--- src/rtl/mfio_pin_cell.sv ---
// Package of shared constants and the per-pin output driver cell of the I/O port block.
package mfio_pkg;
  localparam int          PORT_W         = 8;
  localparam int          NPORT          = 6;
  localparam int          ADDR_W         = 6;
  localparam logic [2:0]  PORT_A         = 3'h0;
  localparam logic [2:0]  PORT_B         = 3'h1;
  localparam logic [2:0]  PORT_C         = 3'h2;
  localparam logic [2:0]  PORT_D         = 3'h3;
  localparam logic [2:0]  PORT_E         = 3'h4;
  localparam logic [2:0]  PORT_G         = 3'h5;
  localparam logic [2:0]  PORT_MISC      = 3'h7;
  localparam logic [2:0]  REG_DATA_IN    = 3'h0;
  localparam logic [2:0]  REG_DATA_OUT   = 3'h1;
  localparam logic [2:0]  REG_DIRECTION  = 3'h2;
  localparam logic [2:0]  REG_DRIVE      = 3'h3;
  localparam logic [2:0]  REG_ENABLE_OUT = 3'h4;
  localparam logic [2:0]  REG_ISP_CTRL   = 3'h0;
  localparam int          ISP_EN_BIT     = 0;
  localparam logic [7:0]  REG_RESET      = 8'h00;
  localparam logic [7:0]  FULL_MASK      = 8'hff;
  localparam logic [7:0]  PORT_D_MASK    = 8'h0f;
  localparam int          ISP_TMS_BIT    = 0;
  localparam int          ISP_TCK_BIT    = 1;
  localparam int          ISP_TDI_BIT    = 2;
  localparam int          ISP_TDO_BIT    = 3;
  localparam int          PD_CLK_BIT     = 1;
  localparam int          PD_CSI_BIT     = 2;
  localparam int          PD_UBW_BIT     = 3;
  typedef enum logic [1:0] {
    ISC_PASS  = 2'b00,
    ISC_LATCH = 2'b01,
    ISC_REG   = 2'b10
  } mfio_isc_mode_t;
endpackage

`timescale 1ns/1ns
`default_nettype none
module mfio_pin_cell (
  // Clock and reset.
  input  wire logic clk,
  input  wire logic rst_n,
  // Sources and drive controls.
  input  wire logic dout_bit,
  input  wire logic dir,
  input  wire logic open_drain,
  input  wire logic alt_en,
  input  wire logic alt_bit,
  input  wire logic alt_oe,
  input  wire logic force_in,
  // Pin driver.
  output logic      pin_o,
  output logic      pin_oe
);
  logic src;
  logic next_pin_o;
  logic next_pin_oe;

  always_comb begin
    src         = alt_en ? alt_bit : dout_bit;
    next_pin_oe = (alt_oe | dir) & ~force_in & (~open_drain | ~src);
    next_pin_o  = src & ~open_drain;
  end

  always_ff @(posedge clk or negedge rst_n) begin
    if (!rst_n) begin
      pin_o  <= 1'b0;
      pin_oe <= 1'b0;
    end else begin
      pin_o  <= next_pin_o;
      pin_oe <= next_pin_oe;
    end
  end
endmodule
`default_nettype wire

--- src/rtl/mfio_port_mux.sv ---
// Top level of the seven-port I/O multiplexer with its processor-visible port registers.
// Summary of operation
// - Enable status register shows driver activity.
// - Port F always carries data bits 7-0.
// - Port G data high byte in 16-bit.
// - Programming port only on port E.
// - Macrocell groups drive ports A and B.
// - Decoded selects drive port C only.
// - Ports A-C enter arrays via input cells.
// - Port D four pins, direct array inputs.
// - Port C fast slew; A,B,G open drain.
// - Port D pin one clocks arrays.
// - Port D pin two high deselects memories.
// - Deselect leaves arrays and signals running.
// - Port D pin three upper-byte write strobe.
// - Port E I/O, open drain, programming.
// - Direction one output; all inputs after reset.
// - Driver enable is product term OR direction.
// - Array output overrides data out writes.
`timescale 1ns/1ns
`default_nettype none
module mfio_port_mux #(
  parameter int PORT_W = mfio_pkg::PORT_W
) (
  // Clock and reset.
  input  wire logic                      clk,
  input  wire logic                      rst_n,
  // Static pin-function configuration.
  input  wire logic [7:0]                cfg_mcell_a,
  input  wire logic [7:0]                cfg_mcell_b,
  input  wire logic [7:0]                cfg_sel_c,
  input  wire logic                      cfg_bus16,
  input  wire logic                      cfg_isp_dedicated,
  input  wire logic                      cfg_d_clk,
  input  wire logic                      cfg_d_csel,
  input  wire logic                      cfg_d_ubw,
  input  wire mfio_pkg::mfio_isc_mode_t  cfg_isc_mode [3],
  // Processor register access.
  input  wire logic [5:0]                reg_addr,
  input  wire logic                      reg_wr,
  input  wire logic                      reg_rd,
  input  wire logic [7:0]                reg_wdata,
  output logic      [7:0]                reg_rdata,
  // Processor data bus path.
  input  wire logic                      bus_rd,
  input  wire logic [15:0]               bus_rdata,
  output logic      [15:0]               bus_wdata,
  // Logic array connections.
  input  wire logic [7:0]                first_macrocell_group,
  input  wire logic [7:0]                second_macrocell_group,
  input  wire logic [7:0]                decoded_external_select,
  input  wire logic [7:0]                oe_pt [3],
  input  wire logic [2:0]                isc_clk_pt,
  input  wire logic                      isp_array_pt,
  output logic      [7:0]                input_sampling_cell [3],
  output logic      [3:0]                pd_to_array,
  output logic                           array_clock_input,
  output logic                           upper_byte_write_strobe,
  output logic                           mem_standby,
  // In-system programming serial lines.
  input  wire logic                      isp_tdo,
  output logic                           isp_tms,
  output logic                           isp_tck,
  output logic                           isp_tdi,
  // Port pins, order A, B, C, D, E, G; port D uses bits 3-0.
  input  wire logic [7:0]                port_i [6],
  output logic      [7:0]                port_o [6],
  output logic      [7:0]                port_oe [6],
  output logic      [7:0]                pf_o,
  output logic                           pf_oe,
  input  wire logic [7:0]                pf_i,
  output logic      [7:0]                fast_slew_c
);
  localparam int NP = mfio_pkg::NPORT;

  if (PORT_W != 8) begin : g_chk
    $error("Port width must be 8.");
  end

  logic [7:0] dout [NP];
  logic [7:0] dir [NP];
  logic [7:0] drv [NP];
  logic [7:0] next_dout [NP];
  logic [7:0] next_dir [NP];
  logic [7:0] next_drv [NP];
  logic       isp_reg;
  logic       next_isp_reg;
  logic [7:0] next_rdata;
  logic       standby_now;
  logic       isp_on;
  logic [2:0] pt_d;
  logic [7:0] next_isc [3];
  logic [7:0] alt_en [NP];
  logic [7:0] alt_bit [NP];
  logic [7:0] alt_oe [NP];
  logic [7:0] od [NP];
  logic [7:0] fin [NP];
  logic [7:0] dir_eff [NP];
  logic [7:0] pmask;

  assign standby_now = cfg_d_csel & port_i[3][mfio_pkg::PD_CSI_BIT];
  assign isp_on      = cfg_isp_dedicated | isp_array_pt | isp_reg;

  // Register file; deselect freezes only this block, never the pin paths.
  always_comb begin
    next_isp_reg = isp_reg;
    next_rdata   = mfio_pkg::REG_RESET;
    pmask        = (reg_addr[5:3] == mfio_pkg::PORT_D) ? mfio_pkg::PORT_D_MASK
                                                       : mfio_pkg::FULL_MASK;
    for (int p = 0; p < NP; p++) begin
      next_dout[p] = dout[p];
      next_dir[p]  = dir[p];
      next_drv[p]  = drv[p];
    end
    if (!standby_now && reg_addr[5:3] == mfio_pkg::PORT_MISC) begin
      if (reg_wr && reg_addr[2:0] == mfio_pkg::REG_ISP_CTRL) begin
        next_isp_reg = reg_wdata[mfio_pkg::ISP_EN_BIT];
      end
      if (reg_rd && reg_addr[2:0] == mfio_pkg::REG_ISP_CTRL) begin
        next_rdata[mfio_pkg::ISP_EN_BIT] = isp_reg;
      end
    end else if (!standby_now && reg_addr[5:3] < 3'(NP)) begin
      if (reg_wr) begin
        case (reg_addr[2:0])
          mfio_pkg::REG_DATA_OUT:  next_dout[reg_addr[5:3]] = reg_wdata & pmask;
          mfio_pkg::REG_DIRECTION: next_dir[reg_addr[5:3]]  = reg_wdata & pmask;
          mfio_pkg::REG_DRIVE:     next_drv[reg_addr[5:3]]  = reg_wdata & pmask;
          default:                 next_isp_reg = isp_reg;
        endcase
      end
      if (reg_rd) begin
        case (reg_addr[2:0])
          mfio_pkg::REG_DATA_IN:    next_rdata = port_i[reg_addr[5:3]] & pmask;
          mfio_pkg::REG_DATA_OUT:   next_rdata = dout[reg_addr[5:3]];
          mfio_pkg::REG_DIRECTION:  next_rdata = dir[reg_addr[5:3]];
          mfio_pkg::REG_DRIVE:      next_rdata = drv[reg_addr[5:3]];
          mfio_pkg::REG_ENABLE_OUT: next_rdata = port_oe[reg_addr[5:3]] & pmask;
          default:                  next_rdata = mfio_pkg::REG_RESET;
        endcase
      end
    end
  end

  // Source selection per pin, fixed by configuration except port E, where the programming term or register also selects.
  always_comb begin
    for (int p = 0; p < NP; p++) begin
      alt_en[p]  = 8'h00;
      alt_bit[p] = 8'h00;
      alt_oe[p]  = 8'h00;
      od[p]      = 8'h00;
      fin[p]     = 8'h00;
      dir_eff[p] = dir[p];
    end
    alt_en[0]  = cfg_mcell_a;
    alt_bit[0] = first_macrocell_group;
    alt_oe[0]  = cfg_mcell_a & oe_pt[0];
    od[0]      = drv[0];
    alt_en[1]  = cfg_mcell_b;
    alt_bit[1] = second_macrocell_group;
    alt_oe[1]  = cfg_mcell_b & oe_pt[1];
    od[1]      = drv[1];
    alt_en[2]  = cfg_sel_c;
    alt_bit[2] = decoded_external_select;
    alt_oe[2]  = cfg_sel_c & oe_pt[2];
    fin[3]     = {4'h0, cfg_d_ubw, cfg_d_csel, cfg_d_clk, 1'b0};
    od[4]      = drv[4];
    if (isp_on) begin
      fin[4][2:0]                   = 3'b111;
      alt_en[4][mfio_pkg::ISP_TDO_BIT]  = 1'b1;
      alt_bit[4][mfio_pkg::ISP_TDO_BIT] = isp_tdo;
      alt_oe[4][mfio_pkg::ISP_TDO_BIT]  = 1'b1;
      od[4][3:0]                    = 4'h0;
    end
    if (cfg_bus16) begin
      alt_en[5]  = 8'hff;
      alt_bit[5] = bus_rdata[15:8];
      alt_oe[5]  = {8{bus_rd}};
      dir_eff[5] = 8'h00;
    end else begin
      od[5] = drv[5];
    end
  end

  // Input cells of ports A to C: pass, latch on a high term, or capture on its rising edge.
  always_comb begin
    for (int p = 0; p < 3; p++) begin
      case (cfg_isc_mode[p])
        mfio_pkg::ISC_PASS:  next_isc[p] = port_i[p];
        mfio_pkg::ISC_LATCH: next_isc[p] = isc_clk_pt[p] ? port_i[p] : input_sampling_cell[p];
        mfio_pkg::ISC_REG:   next_isc[p] = (isc_clk_pt[p] & ~pt_d[p]) ? port_i[p]
                                                                      : input_sampling_cell[p];
        default:             next_isc[p] = input_sampling_cell[p];
      endcase
    end
  end

  always_ff @(posedge clk or negedge rst_n) begin
    if (!rst_n) begin
      for (int p = 0; p < NP; p++) begin
        dout[p] <= mfio_pkg::REG_RESET;
        dir[p]  <= mfio_pkg::REG_RESET;
        drv[p]  <= mfio_pkg::REG_RESET;
      end
      for (int p = 0; p < 3; p++) begin
        input_sampling_cell[p] <= 8'h00;
      end
      isp_reg                 <= 1'b0;
      reg_rdata               <= mfio_pkg::REG_RESET;
      pt_d                    <= 3'h0;
      pf_o                    <= 8'h00;
      pf_oe                   <= 1'b0;
      bus_wdata               <= 16'h0000;
      pd_to_array             <= 4'h0;
      array_clock_input       <= 1'b0;
      upper_byte_write_strobe <= 1'b0;
      mem_standby             <= 1'b0;
      isp_tms                 <= 1'b0;
      isp_tck                 <= 1'b0;
      isp_tdi                 <= 1'b0;
      fast_slew_c             <= 8'h00;
    end else begin
      for (int p = 0; p < NP; p++) begin
        dout[p] <= next_dout[p];
        dir[p]  <= next_dir[p];
        drv[p]  <= next_drv[p];
      end
      for (int p = 0; p < 3; p++) begin
        input_sampling_cell[p] <= next_isc[p];
      end
      isp_reg                 <= next_isp_reg;
      reg_rdata               <= next_rdata;
      pt_d                    <= isc_clk_pt;
      pf_o                    <= bus_rdata[7:0];
      pf_oe                   <= bus_rd;
      bus_wdata               <= {cfg_bus16 ? port_i[5] : 8'h00, pf_i};
      pd_to_array             <= port_i[3][3:0];
      array_clock_input       <= cfg_d_clk & port_i[3][mfio_pkg::PD_CLK_BIT];
      upper_byte_write_strobe <= cfg_d_ubw & port_i[3][mfio_pkg::PD_UBW_BIT];
      mem_standby             <= standby_now;
      isp_tms                 <= isp_on & port_i[4][mfio_pkg::ISP_TMS_BIT];
      isp_tck                 <= isp_on & port_i[4][mfio_pkg::ISP_TCK_BIT];
      isp_tdi                 <= isp_on & port_i[4][mfio_pkg::ISP_TDI_BIT];
      fast_slew_c             <= drv[2];
    end
  end

  // Port D has only four pins; its upper lanes stay undriven.
  for (genvar p = 0; p < NP; p++) begin : g_port
    for (genvar b = 0; b < 8; b++) begin : g_bit
      if (p != 3 || b < 4) begin : g_cell
        mfio_pin_cell u_cell (
          .clk        (clk),
          .rst_n      (rst_n),
          .dout_bit   (dout[p][b]),
          .dir        (dir_eff[p][b]),
          .open_drain (od[p][b]),
          .alt_en     (alt_en[p][b]),
          .alt_bit    (alt_bit[p][b]),
          .alt_oe     (alt_oe[p][b]),
          .force_in   (fin[p][b]),
          .pin_o      (port_o[p][b]),
          .pin_oe     (port_oe[p][b])
        );
      end else begin : g_none
        assign port_o[p][b]  = 1'b0;
        assign port_oe[p][b] = 1'b0;
      end
    end
  end
endmodule
`default_nettype wire

--- config.mk ---
export PLATFORM = sky130hd
export DESIGN_NAME = mfio_port_mux
export DESIGN_NICKNAME = d
export VERILOG_FILES = /design/src/rtl/mfio_pin_cell.sv /design/src/rtl/mfio_port_mux.sv
export SDC_FILE = /design/constraint.sdc
export NUM_CORES = 1
export LEC_CHECK = 0
export ABC_AREA = 1
export BUFFER_PORTS_ARGS = -buffer_cell sky130_fd_sc_hd__buf_4
export CORE_UTILIZATION = 49
export DETAILED_ROUTE_END_ITERATION = 8
export PLACE_DENSITY_LB_ADDON = 0.15
export SLEW_MARGIN = 15
export SYNTH_ARGS = -nofsm -noshare
export SYNTH_HDL_FRONTEND = slang
export SYNTH_HIERARCHICAL = 1
export SYNTH_SLANG_ARGS = --single-unit
--- constraint.sdc ---
create_clock -name clk -period 1.6 [get_ports clk]
set_clock_uncertainty 0.2 [all_clocks]
set_input_delay 0.32 -clock clk [delete_from_list [all_inputs] [get_ports clk]]
set_output_delay 0.32 -clock clk [all_outputs]
set_load 0.01 [all_outputs]
==> metrics.md <==
| Metric | Value |
|---|---|
| Largest regs | dir: 48 flops, dout: 48 flops, drv: 48 flops |
| Final ANT Viol Nets | 0 |
| Pwr Total | 0.0220 W |
| Total CTS buffers | 35 |
| Period minus WS final | 1.68 ns |
| CTS tree | yes |
| Reg2Reg Depth | 6 |
| Worst hold path depth | 5 |
| Die Footprint | slightly above 30000 um^2 |
| CORE AREA | 29600 um^2 |
| Synthesized area | approximately 15000 um^2 |
| Final setup violating endpoints | 2 |
| Total GRT Usage | a little under two fifths |
| Pre-CTS setup slack | -0.438 ns |
| Row cnt | 63 |
| Vias in the first global route | ~16000 |
| Max_cap viols | 0 |
| Buf+Inv Stages, Crit Path | 1 |
| Placed Area | 19400 um^2 |
| Clk_lat worst skew | 0.51 ns |
| Hold endpoint | g_port[1].g_bit[2].g_cell.u_cell/pin_oe |
| Register area share after synthesis | between 50 and 60% |
| Width of the die | 176 um |
| Antenna violations before repair | 2 |
| Worst R2R Start | isp_reg |
| Fin nets | between 2000 and 3000 |
| Cell chain of the critical path | buf_6 |
| CP max stage delay | 0.49 ns |
| Clk sinks | approximately 310 |
| Violated checks | setup timing |
| Startpoint Class | flop |
| Pleak | approximately 12 nW |
| Largest net degree at the start of global routing | 69 |
| Maximum VDD drop | 0.744 mV |
| Synth Instances | 1814 |
| PwrDens | 970 nW/um^2 |
| Final non-filler cell total | 2974 |
| Clock slew at reported path FFs | 0.06 ns |
| Area of the multi-input gates | 6600 um^2 |
| DRT Wirelength | 56500 um |
| RSZ-0062 raised after global routing | yes |
| HP Class | in2reg |
| R2r setup slk | around 0.04 ns |
| Period Utilization, post-route | 105% |
| Worst EP arrival | around 1.2 ns |
| Peak Freq | 595 MHz |
| GP Congestion | 0.969 |
| TritonRoute pass-1 iters | 5 |
| CTS Buffer Depth | 3 |
| DRC | 0 |
| First-pass GRT wire length | slightly below 90000 um |
| Placed cells | 2722 |
| Post-route cell area | 22700 um^2 |
| Asr flop ratio synth | 100% |
| Worst Path Class, Setup | reg2out |
| Ys flop type | dfrtp_1 |
| Final worst slack | -0.0799 ns |
| FF+latch area | 7790 um^2 |
| Min-Delay Startpoint | oe_pt[10] |
| Starting density of the core | between 40% and 50% |
| Root buffer cell | clkbuf_16 |
| WL per Instance | 19.0 um |
| Slew Viols, Final | 0 |
| Die extent in y | 176 um |
| Dominant cell type by area after synthesis | dfrtp_1 |
| EDFF count, synth | 0 |
| Count leader, synth | nand2_1 |
| Via count | 15100 |
| Filler cells | 2070 |
| H-tree levels | 2 |
| Post-synth top cells | nand2_1 (669), dfrtp_1 (311), inv_1 (161), o21ai_0 (140), nand2_2 (104) |
| Hold Fails Final Rpt | 0 |
| Synth Warn # | 6 |
| Required @ worst endpoint | 1.08 ns |
| Buffers added on ports | 338 |
| Worst Setup End Kind | output port |
| Layout cell share with drive strength beyond 1 | 31.4% |
| Top cell type's share of synthesized area | 52.7% |
| Via-per-instance ratio | roughly 5.1 |
| Largest cells by area after synthesis | dfrtp_1 (53%), nand2_1 (17%), o21ai_0 (4.7%) |
| Synth cell types | 30 |
| Number of synthesized register bits | 311 |
| Detail Placement HPWL | 39700 um |
| Crit Path Max Fanout | 2 |
| Setup TNS | -0.0876 ns |
| Outcome | finished, violations left |
| Top delay family on crit path | flip-flops |
| Mean Syn Cell Area | 8.14 um^2 |
| Layout area overhead | 53.5% |
| Remaining global-route overflow | 0 |
| Drt initial violations | 1005 |
| Io pins | between 300 and 400 |
| CP max-delay cell | dfrtp_2 |
| Reg2Reg Capture Point | g_port[4].g_bit[3].g_cell.u_cell/pin_o |
-- power by group --
part | leakage [nW] | switching, W | total, W | internal, W
clock network | 0.618 | 0.00334 | 0.00887 | 0.00553
logic | 7.57 | 0.00212 | 0.00409 | 0.00197
registers | 4.04 | 0.000515 | 0.00904 | 0.00853
total | 12.2 | 0.00597 | 0.0220 | 0.0160
-- metal layers --
layer | GRT usage, % | share of wire [%] | vias up
met1 | 45.7 | 39 | 7178
met3 | 5.87 | 7.1 | 172
met2 | 63.8 | 50 | 721
li1 | - | - | 7062
met5 | 0 | 0 | -
met4 | 17.5 | 4.8 | 0
-- area by class of cell --
| cell class | instances | share of cell area (%) |
|---|---|---|
| Multi-Input combinational cell | 1371 | 29.1 |
| Tap cell | 390 | 2.15 |
| Antenna cell | 2 | 0.0221 |
| Timing Repair Buffer | 668 | 25.8 |
| Inverter | 169 | 2.90 |
| Clock buffer | 49 | 4.59 |
| Clock inverter | 14 | 1.04 |
| Sequential cell | 311 | 34.3 |
-- what timing repair did --
action                                  CTS  global route
gates resized for setup                  17            51
endpoints found under the setup margin   46            61
hold buffers                            163             3
hold endpoints to repair                446             3
pin swaps                                 0             3
setup buffers                            33             8
-- layout by cell type (no fill, tap or decap), drive strengths merged --
cell,count
o21ai,152
mux2,21
and3,1
nand2,773
clkbuf,49
a21oi,101
dfrtp,311
nand4,14
bufinv,6
diode,2
clkinvlp,4
nor3,7
nor2,107
nand3,30
buf,521
o21a,3
dlygate4sd3,145
and2,3
conb,114
o21bai,44
dlymetal6s4s,2
inv,168
clkinv,5
o211ai,1
-- metrics by stage --
step	hold WS [ns]	util, %
after global placement	-0.0197	65.5
after floorplan	-0.176	-
after global routing	0.0359	76.5
after CTS	0.00306	76.3
final	0.00482	76.5
after detailed placement	-0.0192	65.5
-- logic make-up after synthesis --
kind of cell | after synthesis | synth area share (%)
buf+inv | 245 | 6.93
simple gates | 935 | 26.6
compound gates | 301 | 12.1
mux | 21 | 1.60
flops | 311 | 52.7
other cells | 1 | 0.0254
-- worst max-delay path by stage --
stage	slack [ns]	endpoint	startpoint	depth (start not counted)
finish	-0.08	port_oe[29]	g_port[2].g_bit[5].g_cell.u_cell/pin_oe	1
global route	-0.09	port_oe[29]	g_port[2].g_bit[5].g_cell.u_cell/pin_oe	1
CTS	-0.08	port_oe[29]	g_port[2].g_bit[5].g_cell.u_cell/pin_oe	1
detailed placement	-0.44	drv[22]	reg_addr[4]	10
global placement	-0.42	drv[22]	reg_addr[4]	10
floorplan	-0.08	drv[45]	reg_addr[2]	8
Note: power is estimated with default switching activity, not from simulation.
